$ cat config.mk
export PLATFORM = sky130hd
export DESIGN_NAME = cfg_mem_loader
export DESIGN_NICKNAME = d
export VERILOG_FILES = /design/src/hdl/cfg_mem_loader.v /design/src/hdl/cfg_word_store.v
export VERILOG_INCLUDE_DIRS = /design/src /design/src/hdl
export SDC_FILE = /design/constraint.sdc
export NUM_CORES = 1
export LEC_CHECK = 0
export BUFFER_PORTS_ARGS = -buffer_cell sky130_fd_sc_hd__buf_2
export CAP_MARGIN = 20
export CORE_MARGIN = 2
export CORE_UTILIZATION = 55
export CTS_BUF_LIST = sky130_fd_sc_hd__clkbuf_4
export DETAILED_ROUTE_END_ITERATION = 10
export GPL_ROUTABILITY_DRIVEN = 0
export MAX_ROUTING_LAYER = met4
export PLACE_DENSITY_LB_ADDON = 0.2
export SYNTH_ARGS = -nofsm -noshare
export SYNTH_HDL_FRONTEND = slang
export SYNTH_SLANG_ARGS = --single-unit
$ cat constraint.sdc
create_clock -name sys_clk_i -period 3.2 [get_ports sys_clk_i]
set_input_delay 0.96 -clock sys_clk_i [delete_from_list [all_inputs] [get_ports sys_clk_i]]
set_output_delay 0.96 -clock sys_clk_i [all_outputs]
set_load 0.1 [all_outputs]
$ cat src/hdl/cfg_loader_consts.vh
// constants for the serial configuration memory loader
`ifndef CFG_LOADER_CONSTS_VH
`define CFG_LOADER_CONSTS_VH

// ----------------------------------------------------------------------------
// serial clock timing
// ----------------------------------------------------------------------------
`define SYS_CLK_MHZ        125
`define SER_CLK_KHZ        1000
// system cycles per serial clock half period, rounded down
`define SER_HALF_CYCLES    ((`SYS_CLK_MHZ * 1000) / (`SER_CLK_KHZ * 2))

// ----------------------------------------------------------------------------
// read framing
// ----------------------------------------------------------------------------
`define RD_OPCODE          3'b110
`define ADDR_BITS          6
`define WORD_BITS          16
`define NUM_WORDS          4
`define CHECK_WORD         16'ha55a

// ----------------------------------------------------------------------------
// configuration word layout and defaults
// ----------------------------------------------------------------------------
`define CFG_ADDR_POWER     6'h00
`define CFG_ADDR_OPTIONS   6'h01
`define CFG_ADDR_VENDOR    6'h02
`define CFG_ADDR_CHECK     6'h03
`define OPT_SOFT_PULLDOWN  0
`define DEF_POWER          16'h0032
`define DEF_OPTIONS        16'h0000
`define DEF_VENDOR         16'h1234

`endif

$ cat src/hdl/cfg_mem_loader.v
// configuration loader scanning a three-wire serial word memory
// Operation
// - probe memory after power-on or bus reset
// - use memory contents if valid, else defaults
// - high during acknowledge means invalid or absent
// - memory addressed as sixteen-bit words only
// - select, clock, shared data pin to memory
// - memory pins high impedance while in reset
// - regulated reset output low during reset input
// - fifo pins released to high impedance in reset
// - soft pull-down option pulls fifo pins low suspended
`timescale 1ns/1ps
`include "cfg_loader_consts.vh"
module cfg_mem_loader #(
    parameter HALF_CYC = `SER_HALF_CYCLES
) (
    input  wire        sys_clk_i,
    input  wire        sys_rst_i,
    input  wire        dev_rst_n_i,
    input  wire        bus_reset_i,
    input  wire        suspend_i,
    input  wire        cfg_mem_shared_data_i,
    output reg         cfg_mem_select_o,
    output reg         cfg_mem_select_oe_o,
    output reg         cfg_mem_serial_clock_o,
    output reg         cfg_mem_serial_clock_oe_o,
    output reg         cfg_mem_shared_data_o,
    output reg         cfg_mem_shared_data_oe_o,
    output reg         regulated_reset_out_n_o,
    output reg         fifo_pins_oe_o,
    output reg         fifo_pull_low_o,
    output reg         cfg_done_o,
    output reg         cfg_from_mem_o,
    output reg  [15:0] cfg_power_o,
    output reg  [15:0] cfg_options_o,
    output reg  [15:0] cfg_vendor_o
);
    // ------------------------------------------------------------------------
    // state codes, one-hot
    // ------------------------------------------------------------------------
    localparam S_IDLE  = 7'b0000001;   // waiting for a scan request
    localparam S_CMD   = 7'b0000010;   // shifting start, opcode, address
    localparam S_ACK   = 7'b0000100;   // sampling the acknowledge
    localparam S_DATA  = 7'b0001000;   // shifting sixteen data bits in
    localparam S_GAP   = 7'b0010000;   // select low between words
    localparam S_APPLY = 7'b0100000;   // copy words or defaults out
    localparam S_DONE  = 7'b1000000;   // configured, holding

    // ------------------------------------------------------------------------
    // input synchronisers
    // ------------------------------------------------------------------------
    reg [1:0] rst_n_sync_reg;          // external reset pin
    reg [1:0] bus_rst_sync_reg;        // bus reset level
    reg [1:0] susp_sync_reg;           // suspend level
    reg [1:0] din_sync_reg;            // shared data pin
    always @(posedge sys_clk_i)
    begin
        if (sys_rst_i)
        begin
            rst_n_sync_reg   <= 2'b00;
            bus_rst_sync_reg <= 2'b00;
            susp_sync_reg    <= 2'b00;
            din_sync_reg     <= 2'b11;
        end
        else
        begin
            rst_n_sync_reg   <= {rst_n_sync_reg[0], dev_rst_n_i};
            bus_rst_sync_reg <= {bus_rst_sync_reg[0], bus_reset_i};
            susp_sync_reg    <= {susp_sync_reg[0], suspend_i};
            din_sync_reg     <= {din_sync_reg[0], cfg_mem_shared_data_i};
        end
    end
    wire in_reset = sys_rst_i | ~rst_n_sync_reg[1];   // held in device reset
    wire din      = din_sync_reg[1];                  // sampled memory output

    // ------------------------------------------------------------------------
    // serial clock divider: one-cycle enable per half period
    // ------------------------------------------------------------------------
    reg [7:0] div_reg;                 // half period counter
    reg       tick_reg;                // half period enable
    always @(posedge sys_clk_i)
    begin
        if (in_reset || div_reg == HALF_CYC[7:0] - 8'h01)
        begin
            div_reg  <= 8'h00;
            tick_reg <= ~in_reset;
        end
        else
        begin
            div_reg  <= div_reg + 8'h01;
            tick_reg <= 1'b0;
        end
    end

    // ------------------------------------------------------------------------
    // scan sequencer
    // ------------------------------------------------------------------------
    reg [6:0]  state_reg;              // current state
    reg [9:0]  cmd_sr_reg;             // outgoing start, opcode, address
    reg [15:0] data_sr_reg;            // incoming word
    reg [4:0]  bit_cnt_reg;            // bits left in phase
    reg [1:0]  word_reg;               // word index being read
    reg        valid_reg;              // all acks seen so far
    reg        bus_rst_d_reg;          // previous bus reset level
    reg        sck_reg;                // serial clock level
    reg        we_reg;                 // store strobe
    reg [1:0]  apply_cnt_reg;          // readout step while applying
    wire [15:0] store_rdata;           // stored word readback
    wire start_scan = bus_rst_sync_reg[1] & ~bus_rst_d_reg;

    always @(posedge sys_clk_i)
    begin
        if (in_reset)
        begin
            // scan restarts after every reset release
            state_reg     <= S_CMD;
            cmd_sr_reg    <= {`RD_OPCODE, `CFG_ADDR_POWER, 1'b0};
            bit_cnt_reg   <= 5'd10;
            word_reg      <= 2'b00;
            valid_reg     <= 1'b1;
            sck_reg       <= 1'b0;
            we_reg        <= 1'b0;
            apply_cnt_reg <= 2'b00;
            bus_rst_d_reg <= 1'b0;
            cfg_mem_select_o         <= 1'b0;
            cfg_mem_shared_data_o    <= 1'b0;
            cfg_mem_shared_data_oe_o <= 1'b0;
            cfg_done_o    <= 1'b0;
        end
        else
        begin
            bus_rst_d_reg <= bus_rst_sync_reg[1];
            we_reg        <= 1'b0;
            if (start_scan)
            begin
                // a bus reset always forces a fresh scan
                state_reg   <= S_GAP;
                word_reg    <= 2'b00;
                valid_reg   <= 1'b1;
                bit_cnt_reg <= 5'd2;
                cfg_done_o  <= 1'b0;
                sck_reg     <= 1'b0;
                cfg_mem_select_o         <= 1'b0;
                cfg_mem_shared_data_o    <= 1'b0;
                cfg_mem_shared_data_oe_o <= 1'b0;
            end
            else
            begin
                case (state_reg)
                S_IDLE, S_DONE:
                    cfg_done_o <= (state_reg == S_DONE);   // held until next scan
                S_CMD, S_ACK, S_DATA:
                begin
                    if (tick_reg)
                    begin
                        sck_reg          <= ~sck_reg;
                        cfg_mem_select_o <= 1'b1;
                        if (!sck_reg && state_reg != S_ACK)
                        begin
                            // rising edge: memory takes a command bit or loader samples a data bit
                            bit_cnt_reg <= bit_cnt_reg - 5'd1;
                            if (state_reg == S_DATA)
                                data_sr_reg <= {data_sr_reg[14:0], din};
                            else
                                cfg_mem_shared_data_oe_o <= 1'b1;   // low lead-in is skipped
                        end
                        else if (sck_reg && state_reg == S_CMD)
                        begin
                            // falling edge: next command bit, line freed after the last
                            cfg_mem_shared_data_oe_o <= (bit_cnt_reg != 5'd0);
                            cfg_mem_shared_data_o    <= cmd_sr_reg[9];
                            cmd_sr_reg <= {cmd_sr_reg[8:0], 1'b0};
                            if (bit_cnt_reg == 5'd0)
                                state_reg <= S_ACK;
                        end
                        else if (sck_reg && state_reg == S_ACK)
                        begin
                            // memory pulls data low on a valid command
                            valid_reg   <= ~din;   // high: bad command or absent
                            state_reg   <= din ? S_APPLY : S_DATA;
                            bit_cnt_reg <= 5'd16;
                        end
                        else if (sck_reg && bit_cnt_reg == 5'd0)
                        begin
                            // last data bit in: store the word, drop select
                            we_reg           <= 1'b1;
                            state_reg        <= S_GAP;
                            bit_cnt_reg      <= 5'd1;
                            cfg_mem_select_o <= 1'b0;
                        end
                    end
                end
                S_GAP:
                begin
                    // select low for three half periods between words
                    sck_reg          <= 1'b0;
                    cfg_mem_select_o <= 1'b0;
                    if (tick_reg)
                    begin
                        bit_cnt_reg <= (bit_cnt_reg == 5'd0) ? 5'd10 : 5'd0;
                        cmd_sr_reg  <= {`RD_OPCODE, 4'h0, word_reg, 1'b0};
                        if (bit_cnt_reg == 5'd0)
                            state_reg <= S_CMD;
                        else if (bit_cnt_reg == 5'd1 && word_reg == 2'b11)
                            state_reg <= S_APPLY;
                        else if (bit_cnt_reg == 5'd1)
                            word_reg <= word_reg + 2'b01;
                    end
                end
                S_APPLY:
                begin
                    // walk the store once, then hold
                    apply_cnt_reg <= apply_cnt_reg + 2'b01;
                    if (apply_cnt_reg == 2'b11)
                        state_reg <= S_DONE;
                end
                default:
                begin
                    state_reg <= S_IDLE;
                end
                endcase
            end
        end
    end

    // ------------------------------------------------------------------------
    // word store and configuration outputs
    // ------------------------------------------------------------------------
    cfg_word_store #(
        .DEPTH (`NUM_WORDS),
        .AW    (2),
        .WIDTH (`WORD_BITS)
    ) u_store (
        .sys_clk_i (sys_clk_i),
        .we_i      (we_reg),
        .waddr_i   (word_reg),
        .wdata_i   (data_sr_reg),
        .raddr_i   (~apply_cnt_reg),
        .rdata_o   (store_rdata)
    );

    reg [1:0] apply_d_reg;             // address of word now on readback
    reg       apply_v_reg;             // readback valid
    reg       mem_ok_reg;              // every ack seen and check word matched
    always @(posedge sys_clk_i)
    begin
        if (in_reset)
        begin
            apply_d_reg    <= 2'b00;
            apply_v_reg    <= 1'b0;
            mem_ok_reg     <= 1'b0;
            cfg_from_mem_o <= 1'b0;
            cfg_power_o    <= `DEF_POWER;
            cfg_options_o  <= `DEF_OPTIONS;
            cfg_vendor_o   <= `DEF_VENDOR;
        end
        else
        begin
            apply_d_reg    <= ~apply_cnt_reg;
            apply_v_reg    <= (state_reg == S_APPLY);
            cfg_from_mem_o <= mem_ok_reg && state_reg == S_DONE && !start_scan;
            if (apply_v_reg)
            begin
                // check word read first; memory words only when it matched
                case (apply_d_reg)
                2'd0: cfg_power_o   <= mem_ok_reg ? store_rdata : `DEF_POWER;
                2'd1: cfg_options_o <= mem_ok_reg ? store_rdata : `DEF_OPTIONS;
                2'd2: cfg_vendor_o  <= mem_ok_reg ? store_rdata : `DEF_VENDOR;
                default: mem_ok_reg <= valid_reg && store_rdata == `CHECK_WORD;
                endcase
            end
        end
    end

    // ------------------------------------------------------------------------
    // pin enables and reset output
    // ------------------------------------------------------------------------
    always @(posedge sys_clk_i)
    begin
        if (in_reset)
        begin
            cfg_mem_select_oe_o       <= 1'b0;   // release to other master
            cfg_mem_serial_clock_oe_o <= 1'b0;
            cfg_mem_serial_clock_o    <= 1'b0;
            regulated_reset_out_n_o   <= 1'b0;
            fifo_pins_oe_o            <= 1'b0;
            fifo_pull_low_o           <= 1'b0;
        end
        else
        begin
            cfg_mem_select_oe_o       <= 1'b1;
            cfg_mem_serial_clock_oe_o <= 1'b1;
            cfg_mem_serial_clock_o    <= sck_reg;   // 1 MHz clock
            regulated_reset_out_n_o   <= 1'b1;
            fifo_pins_oe_o            <= cfg_done_o;
            // soft pull-down during suspend when option bit set
            fifo_pull_low_o <= susp_sync_reg[1] & cfg_options_o[`OPT_SOFT_PULLDOWN];
        end
    end
endmodule

$ cat src/hdl/cfg_word_store.v
// small register memory holding the loaded configuration words
`timescale 1ns/1ps
module cfg_word_store #(
    parameter DEPTH  = 4,
    parameter AW     = 2,
    parameter WIDTH  = 16
) (
    input  wire             sys_clk_i,
    input  wire             we_i,
    input  wire [AW-1:0]    waddr_i,
    input  wire [WIDTH-1:0] wdata_i,
    input  wire [AW-1:0]    raddr_i,
    output reg  [WIDTH-1:0] rdata_o
);
    reg [WIDTH-1:0] mem_reg [0:DEPTH-1];   // word storage

    // ------------------------------------------------------------------------
    // write port and registered read
    // ------------------------------------------------------------------------
    always @(posedge sys_clk_i)
    begin
        if (we_i)
        begin
            mem_reg[waddr_i] <= wdata_i;
        end
        rdata_o <= mem_reg[raddr_i];
    end
endmodule

==> results of run 1 <==
[logic make-up (layout without fill, tap and decap cells)]
logic type                 after synthesis  in the layout
adders and majority gates               10             10
muxes                                   21             21
other                                    0              2
and+or+nand+nor                        256            256
buffers and inverters                   51            175
AOI/OAI and AO/OA                      100            100
DFF                                    203            203
xor gates and xnor gates                12             12
[metal layers]
metal  wire, µm  track usage (%)
met5          0                -
met4        312             8.48
met3       1030             5.24
met2       7490             33.6
met1       7090             29.0
[power breakdown]
part           internal, mW  switching (mW)  leakage, nW
Combinational        0.0104          0.0268         1.02
Clock                  1.13           0.996        0.391
Sequential             2.67         0.00399         1.72
Total                  3.81            1.03         3.13
[cells in the final DEF (no fill, tap or decap), drive strengths merged, types with 4 or more instances in the layout]
master,synthesis,layout
clkinv,1,17
xnor2,5,5
inv,8,10
nand2,75,75
or2,5,5
nor2,42,42
a21oi,59,59
nor4,4,4
ha,10,10
o211ai,8,8
nor3b,7,7
xor2,7,7
nand3,67,67
dfxtp,123,123
clkbuf,32,73
and3,8,8
mux2i,5,5
buf,10,74
nor3,12,12
nor2b,8,8
nand2b,4,4
edfxtp,80,80
mux4,16,16
o21ai,15,15
and2,9,9
[layout make-up]
| cell class | instances | area, µm² | area share (%) |
|---|---|---|---|
| clock buffer | 73 | 548 | 6.30 |
| antenna | 2 | 5.00 | 0.0575 |
| sequential | 203 | 4860 | 55.9 |
| timing repair buffer | 74 | 395 | 4.55 |
| tap | 176 | 220 | 2.53 |
| clock inverter | 19 | 101 | 1.17 |
| inverter | 9 | 33.8 | 0.388 |
| multi-input combinational | 399 | 2530 | 29.1 |
[critical path: stages (launching register included)]
cell and delay, ps:
dfxtp_1 340, inv_1 110, ha_1 230, or4b_2 680, o311a_4 180, a2111oi_4 390, o21ai_2 180, o211ai_1 210
o211ai_1 110
[cell usage after synthesis, types with 2 or more instances]
library cell / number
nand2_1: 75
nand4_1: 3
a21oi_2: 2
nor3b_1: 7
a31oi_1: 2
nor3_1: 11
o21ai_0: 13
xor2_1: 7
and2_1: 9
nor2_1: 42
buf_1: 5
ha_1: 10
o2111ai_1: 2
mux4_2: 16
nor2b_1: 8
nand3_1: 67
or2_2: 5
a21oi_1: 57
mux2i_1: 5
clkbuf_1: 32
a311oi_1: 2
edfxtp_1: 80
xnor2_1: 5
buf_4: 2
nor4bb_1: 3
nor4_1: 4
o211ai_1: 8
inv_1: 8
dfxtp_1: 123
o31ai_1: 2
buf_6: 2
nand2b_1: 4
and3_1: 8
[per-stage QoR]
step / hold WS, ps / area, µm² / util (%) / worst slack (ps) / cells
5_1_grt: 434 / 8700 / 65.2 / 570 / 955
3_3_place_gp: 393 / 8040 / 60.3 / 791 / 861
4_1_cts: 415 / 8690 / 65.1 / 665 / 953
3_5_place_dp: 397 / 8040 / 60.3 / 703 / 861
2_1_floorplan: 389 / 7610 / - / 440 / 653
6_report: 407 / 8700 / 65.2 / 665 / 955
[worst paths after layout]
check | startpoint | end | slack [ps] | cells after the start
worst max-delay path | bit_cnt_reg[0]$_SDFFE_PP0P_ | bit_cnt_reg[3]$_SDFFE_PN1P_ | 660 | 8
worst min-delay path | din_sync_reg[0]$_SDFF_PP1_ | din_sync_reg[1]$_SDFF_PP1_ | 410 | 1
worst max register to register | bit_cnt_reg[0]$_SDFFE_PP0P_ | bit_cnt_reg[3]$_SDFFE_PN1P_ | 660 | 8
worst min register to register | din_sync_reg[0]$_SDFF_PP1_ | din_sync_reg[1]$_SDFF_PP1_ | 410 | 1
==> results.md, run 1 <==
- Fin crit period: around 2500 ps
- Synth top area share: 32.4%
- Clock Skew: approximately 30 ps
- Die Wd: approximately 120 µm
- TritonRoute pass-1 iters: 5
- Clock Sinks: 203
- Core Rows: 42
- Post-synth ARST share: 0%
- Clock Pin Slew Worst Setup and Hold Paths: about 60 ps
- Compound-Gate Fraction of Synth Area: around 8.2%
- Die height: between 100 and 150 µm
- Synth Flop Type: dfxtp_1
- Max-Cap Viols: 0
- Worst IR drop on VDD: approximately 280 µV
- Cells after Synth: around 650
- Pwr Total: 4.84 mW
- Final ANT Viol Nets: 0
- Total GRT Usage: between 20 and 25%
- RSZ-0062 raised after global routing: false
- Leak: 3.13 nW
- Final Cycle Share: around four fifths
- # IOs: 65
- TritonCTS Buffers: 50
- Pwr/cell area: roughly 560 nW/µm²
- Routed Wire Length: 15900 µm
- EDFF count, synth: 80
- Setup TNS: 0 ps
- DR vias/cell: ~5.6
- Post-CTS setup buffers: 0
- Adder-cell share of the synthesized area: between 1.5 and 2%
- DR iter-0 viols: just under 500
- Slew headroom: 38.9%
- Layout cells sized above 1: about a quarter
- CP Max Fanout: 6
- Number of synthesized register bits: slightly above 200
- WP data required: 3700 ps
- Leading area contributor after synthesis: dfxtp_1
- Synth area leaders: dfxtp_1 32%, edfxtp_1 32%, mux4_2 4.7%
- Final Hold Vio Count: 0
- # DRC: 0
- Register area share after synthesis: between 60% and 70%
- Simple-Gate Fraction of Synth Area: between 10% and 20%
- CTS Buffer Depth: 3
- Hold Buf Count CTS: 0
- Fmax: roughly 400 MHz
- Worst EP arrival: between 3000 and 4000 ps
- Transition time of the tightest slew-check pin: 916 ps
- Slew Viols, Final: 0
- Wire per inst: about 17 µm
- Critical Path Start Type: register
- XOR/XNOR Fraction of Synth Area: roughly 1.4%
- Status: complete, no violations
- Clk root buf: clkbuf_4
- Number of flip-flops in the largest register: 64
- Crit path kind: reg2reg
- Max H-tree Level: 2
- Syn_nets: around 670
- Dpl hpwl: just over 10000 µm
- Hold Crit Class: reg2reg
- Clk Latency, worst-skew pair: 650 ps
- Final nets: roughly 750
- Netlist cell types: 57
- Final setup viols: 0
- Synth Cell Area: between 7000 and 8000 µm²
- Vias: about 5300
- Synth warnings: 0
- Fill cells: approximately 1100
- Core box area: around 13000 µm²
- First-pass GRT wire length: roughly 25000 µm
- Full die area: approximately 15000 µm²
- Area grow syn2layout: 14.4%
- Starting Density: 56.9%
- Largest net degree at the start of global routing: 57
- Mux cell area share after synthesis: approximately 5.4%
- TritonCTS clock tree: done
- Avg Cell Area, Syn: ~12 µm²
- Initial antenna violation count: 1
- Total grt overflow: 0
- CTS resizes: 0
- Vias in the first global route: slightly below 5000
- Largest family of logic cells by synthesized area: simple AND/OR/NAND/NOR gates
- CP endpoint kind: register
- IO Port Bufs: 64
Power figures use the tool's default switching activity.
==> run 2, diff against run 1 <==
Settings changed: ABC_AREA from default to 1.
Clock period 3.2 ns to 2.59 ns, I/O delays scaled along.
==> run 2 against run 1 <==
Against the previous run: cell count up 13%; final area up 0.72%; critical path depth down 7; first-iteration DRC count up 24%; highest routed layer unchanged.
==> results.md, run 2 <==
- Full die area: around 15000 µm²
- Post-CTS setup buffers: 0
- Final ANT Viol Nets: 0
- Dpl hpwl: 10500 µm
- Hold Buf Count CTS: 0
- CTS Buffer Depth: 3
- Worst IR drop on VDD: ~360 µV
- Clock Sinks: 203
- Die Wd: ~120 µm
- Post-synth top cells: 123 x dfxtp_1, 104 x nor2_1, 97 x nand2_1
- Cells after Synth: 770
- Commonest non-fill, non-tap cell in the layout: dfxtp_1
- Register-to-register setup slack: 630 ps
- Leading area contributor after synthesis: dfxtp_1
- CTS resizes: 0
- CP endpoint kind: output port
- Area grow syn2layout: 14.9%
- Syn_nets: approximately 790
- Pwr Total: approximately 6.0 mW
- Synth warnings: 0
- RSZ-0062 raised after global routing: false
- Netlist cell types: 39
- Routed Wire Length: between 15000 and 20000 µm
- Worst EP arrival: ~1500 ps
- Total GRT Usage: between 20 and 25%
- Post-synth ARST share: 0%
- Avg Cell Area, Syn: 9.90 µm²
- Top-count cell post-synth: dfxtp_1
- TritonRoute pass-1 iters: 5
- Final setup viols: 0
- Slew Viols, Final: 0
- Fmax: approximately 440 MHz
- DR vias/cell: around 5.4
- EDFF count, synth: 80
- Transition time of the tightest slew-check pin: between 700 and 800 ps
- Instance count on the critical path: 1
- Clock Skew: 55.9 ps
- Core box area: approximately 14000 µm²
- Pwr/cell area: 684 nW/µm²
- Most frequent cells in the layout: 123 x dfxtp_1, 104 x nor2_1, 97 x nand2_1
- Top Metal Used: met4
- Status: complete, no violations
- Fin crit period: 2260 ps
- Setup crit end: cfg_options_o[0]
- Final nets: between 800 and 900
- Setup crit start: cfg_options_o[0]$_SDFFE_PN0P_
- Critical Path Start Type: register
- CP max stage cell: buf_2
- Setup TNS: 0 ps
- Synth Cell Area: approximately 7600 µm²
- Slew headroom: roughly half
- Met3 WL: around 1100 µm
- Crit path kind: reg2out
- Largest net degree at the start of global routing: between 40 and 50
- Number of flip-flops in the largest register: 64
- Core Rows: 43
- Number of synthesized register bits: about 200
- Final Cycle Share: 87.3%
- WL met1: roughly 7400 µm
- Reg-to-reg endpoint: word_reg[0]$_SDFFE_PP0P_
- Worst hold slack: approximately 360 ps
- CP top delay family: buffers and inverters
- WP data required: 1810 ps
- Synth top area share: between 30 and 40%
- Wire per inst: approximately 15 µm
- Worst path cell trace: buf_2
- Met2 routed wirelength: about 7600 µm
- Vias: about 5800
- TritonCTS clock tree: done
- Ant. Diodes: 0
- DR iter-0 viols: 607
- Number of buffers and inverters on the critical path: 1
- Clock Pin Slew Worst Setup and Hold Paths: about 70 ps
- Final Hold Vio Count: 0
- Synth area leaders: dfxtp_1 32%, edfxtp_1 32%, o21ai_0 5.7%
- R2R depth: 9
- Leak: around 3.6 nW
- Initial antenna violation count: 0
- Crit-path max cell delay: between 400 and 500 ps
- Layout cells sized above 1: roughly a fifth
- TritonCTS Buffers: 49
- CP Max Fanout: 3
- Clk Latency, worst-skew pair: 650 ps
- Die height: 122 µm
- Clk root buf: clkbuf_4
- Vias in the first global route: roughly 5500
- IO Port Bufs: 64
- # DRC: 0
- Max-Cap Viols: 0
- R2r startpoint: state_reg[5]$_SDFFE_PP0P_
- First-pass GRT wire length: 26400 µm
- Starting Density: 55.6%
- Total grt overflow: 0
- # IOs: 65
- Max H-tree Level: 2
- Synth Flop Type: dfxtp_1
- Register area share after synthesis: between 60% and 70%
- Hold Crit Class: in2reg
run 2: report_power, final:
group,internal [mW],switching [mW]
Clock,1.44,1.19
Combinational,0.0125,0.0367
Sequential,3.30,0.00495
Total,4.76,1.23
run 2: worst min path at each step:
stage	start	to	slack [ps]	depth (start not counted)
2_1_floorplan	bus_rst_sync_reg[0]$_SDFF_PP0_	bus_rst_sync_reg[1]$_SDFF_PP0_	390	2
3_3_place_gp	rst_n_sync_reg[0]$_SDFF_PP0_	rst_n_sync_reg[1]$_SDFF_PP0_	390	2
3_5_place_dp	bus_rst_sync_reg[0]$_SDFF_PP0_	bus_rst_sync_reg[1]$_SDFF_PP0_	400	2
4_1_cts	cfg_mem_shared_data_i	din_sync_reg[0]$_SDFF_PP1_	300	2
5_1_grt	cfg_mem_shared_data_i	din_sync_reg[0]$_SDFF_PP1_	300	2
6_report	cfg_mem_shared_data_i	din_sync_reg[0]$_SDFF_PP1_	360	2
run 2: area by class of cell:
| cell class | instances | area (µm²) |
|---|---|---|
| clock inverters | 10 | 68.8 |
| well taps | 180 | 225 |
| clock buffers | 77 | 578 |
| inverters | 58 | 220 |
| fillers | 1122 | 4960 |
| multi-input cells | 475 | 2410 |
| repair buffers | 74 | 395 |
| flip-flops and latches | 203 | 4860 |
run 2: per-stage QoR:
step                      instance area (µm²)  util, %  instances  worst slack (ps)
after floorplan                          7640        -        770              97.9
after global routing                     8760     63.8       1077               279
after CTS                                8760     63.8       1077               282
final                                    8760     63.8       1077               330
after detailed placement                 8110     59.1        990               486
after global placement                   8110     59.1        990               539
run 2: routing by layer:
metal  track usage, %  vias to the layer above
met4             8.12                        0
met2             35.3                      207
met5                -                        -
met1             30.5                     2753
li1                 -                     2839
met3             5.95                       18
run 2: cells by family after synthesis:
| family | count (synthesis) | share of synthesized area, % |
|---|---|---|
| adders and majority gates | 10 | 1.64 |
| and+or+nand+nor | 278 | 16.4 |
| buffers and inverters | 92 | 4.92 |
| xor gates and xnor gates | 6 | 0.689 |
| DFF | 203 | 63.8 |
| AOI/OAI and AO/OA | 181 | 12.5 |
==> run 3, diff against run 2 <==
Settings changed: CORE_UTILIZATION 55 to 62, PLACE_DENSITY_LB_ADDON 0.2 to 0.05, SYNTH_HIERARCHICAL from default to 1.
==> run 3 against run 2 <==
Against the previous run: count of clock-buffer cells in the layout fell by 3; global-route usage is 1.9 points higher; sequential power about the same; cell count grew 9.1%; synthesized cell count up 14%; first-iteration DRC count fell by 25%; wire length is 2.0% higher; die area fell by 5.7%; critical path depth up 7; critical path type is now reg2reg; critical endpoint is now data_sr_reg[5]$_DFFE_PP_; largest cell class unchanged.
==> results.md, run 3 <==
- WP data required: between 2000 and 3000 ps
- Most frequent cells in the layout: 153 x nand2_1, 126 x inv_1, 123 x dfxtp_1
- Leak: between 3 and 4 nW
- First-pass GRT wire length: 27400 µm
- Synth top area share: between 30% and 40%
- Final setup viols: 0
- Post-Place Setup Slack: 281 ps
- Max-Cap Viols: 0
- Hold Crit Class: in2reg
- Ant. Diodes: 0
- Wire per inst: approximately 14 µm
- Commonest non-fill, non-tap cell in the layout: nand2_1
- Total grt overflow: 0
- Avg Cell Area, Syn: approximately 9.2 µm²
- Initial antenna violation count: 0
- CTS Buffer Depth: 3
- Die Wd: around 120 µm
- Routed Wire Length: ~17000 µm
- TritonCTS Buffers: 48
- Starting Density: ~64%
- IO Port Bufs: 64
- Critical Path Start Type: register
- CP Max Fanout: 16
- Register-to-register setup slack: 240 ps
- Clk root buf: clkbuf_4
- Area grow syn2layout: 13.4%
- Clock Pin Slew Worst Setup and Hold Paths: 60 ps
- Synth warnings: 6
- Clock Skew: about 40 ps
- Final Hold Vio Count: 0
- CP endpoint kind: register
- Slew Viols, Final: 0
- DR iter-0 viols: between 400 and 500
- Transition time of the tightest slew-check pin: between 600 and 700 ps
- RSZ-0062 raised after global routing: false
- Final nets: around 990
- Vias in the first global route: 5908
- CTS resizes: 0
- Final ANT Viol Nets: 0
- Core box area: about 13000 µm²
- Netlist cell types: 40
- # DRC: 0
- Dpl hpwl: between 10000 and 15000 µm
- Largest net degree at the start of global routing: 48
- Worst EP arrival: ~2700 ps
- Max H-tree Level: 2
- Slew headroom: a little under 60%
- Post-synth top cells: 153 x nand2_1, 126 x inv_1, 123 x dfxtp_1
- Number of flip-flops in the largest register: 64
- Fill cells: between 900 and 1000
- Synth Cell Area: 8090 µm²
- DR vias/cell: 5.27
- Full die area: 14000 µm²
- Crit path kind: reg2reg
- Post-CTS setup buffers: 0
- Setup TNS: 0 ps
- Clk Latency, worst-skew pair: 650 ps
- TritonRoute pass-1 iters: 5
- Total GRT Usage: about a quarter
- Fin crit period: around 2400 ps
- Fmax: ~430 MHz
- Cells after Synth: around 880
- EDFF count, synth: 80
- Clock Sinks: a little over 200
- # IOs: 65
- Die height: about 120 µm
- Syn_nets: approximately 890
- Vias: roughly 6200
- Core Rows: 41
- Final Cycle Share: between 90% and 100%
- Synth area leaders: dfxtp_1 30%, edfxtp_1 30%, nand2_1 7.1%
- Worst IR drop on VDD: approximately 520 µV
- Number of synthesized register bits: between 200 and 250
- Pwr/cell area: around 640 nW/µm²
- Post-synth ARST share: 0%
- Layout cells sized above 1: between 10% and 20%
- Leading area contributor after synthesis: dfxtp_1
- Min setup slack post-route: ~240 ps
- Status: complete, no violations
- Hold Buf Count CTS: 0
- Synth Flop Type: dfxtp_1
- Top-count cell post-synth: nand2_1
- TritonCTS clock tree: done
- Register area share after synthesis: between 60 and 70%
-- run 3: changes by cell type in the layout (fill, tap and decap cells not counted), sizes merged, moves of 5 or more --
cell,before,now
inv,58,134
nand2,105,163
nand3,36,66
o21ai,95,65
nor2,108,85
o22ai,16,0
a21oi,62,68
buf,74,79
-- run 3: worst max-delay path, cell delays in order (launching register included) --
cell,delay (ps)
dfxtp_1,390
nor2_2,70
nand2_4,80
inv_4,50
nand3_4,80
ha_1,310
clkinv_1,390
nor4_4,370
buf_4,290
-- run 3: power by group --
group | switching (mW) | internal [mW]
registers | 0.00395 | 3.30
clock network | 1.16 | 1.39
logic | 0.0366 | 0.0133
total | 1.20 | 4.70
-- run 3: final timing paths --
| path | cells past startpoint | start | endpoint |
|---|---|---|---|
| setup / recovery | 8 | state_reg[6]$_SDFFE_PP0P_ | data_sr_reg[5]$_DFFE_PP_ |
| hold / removal | 2 | cfg_mem_shared_data_i | din_sync_reg[0]$_SDFF_PP1_ |
| setup reg to reg | 8 | state_reg[6]$_SDFFE_PP0P_ | data_sr_reg[5]$_DFFE_PP_ |
| hold reg to reg | 2 | rst_n_sync_reg[0]$_SDFF_PP0_ | rst_n_sync_reg[1]$_SDFF_PP0_ |
-- run 3: kinds of logic (layout without fill, tap and decap cells) --
group	count (synthesis)	in the layout	share of synthesized area (%)
buffers and inverters	170	296	9.05
AOI/OAI and AO/OA	148	148	9.88
adders and majority gates	9	9	1.39
DFF	203	203	60.1
xor gates and xnor gates	3	3	0.325
and+or+nand+nor	344	344	19.2
-- run 3: stage by stage --
step | cells | cell area [µm²] | hold WS [ps] | power [mW] | util, %
finish | 1175 | 9180 | 353 | 5.90 | 72.4
global route | 1175 | 9180 | 304 | 6.14 | 72.4
CTS | 1175 | 9180 | 302 | 5.97 | 72.4
detailed placement | 1093 | 8560 | 400 | 3.42 | 67.6
global placement | 1093 | 8560 | 394 | 3.42 | 67.6
floorplan | 877 | 8100 | 388 | 3.41 | -
-- run 3: per-layer routing --
metal / global-route usage, % / wire (µm) / part of all wire, % / vias up
met3: 5.74 / 1130 / 6.8 / 40
met5: - / 0 / 0 / -
met2: 36.8 / 7560 / 45 / 215
met1: 33.1 / 7540 / 45 / 2862
met4: 12.5 / 428 / 2.6 / 0
li1: - / - / - / 3070
-- run 3: layout make-up --
class                      count  area (µm²)  share of cell area [%]
clock buffer                  74         556                    6.05
multi-input combinational    504        2540                    27.7
inverter                     135         514                    5.60
sequential                   203        4860                    53.0
clock inverter                 8        56.3                   0.614
tap                          172         215                    2.35
timing repair buffer          79         433                    4.72
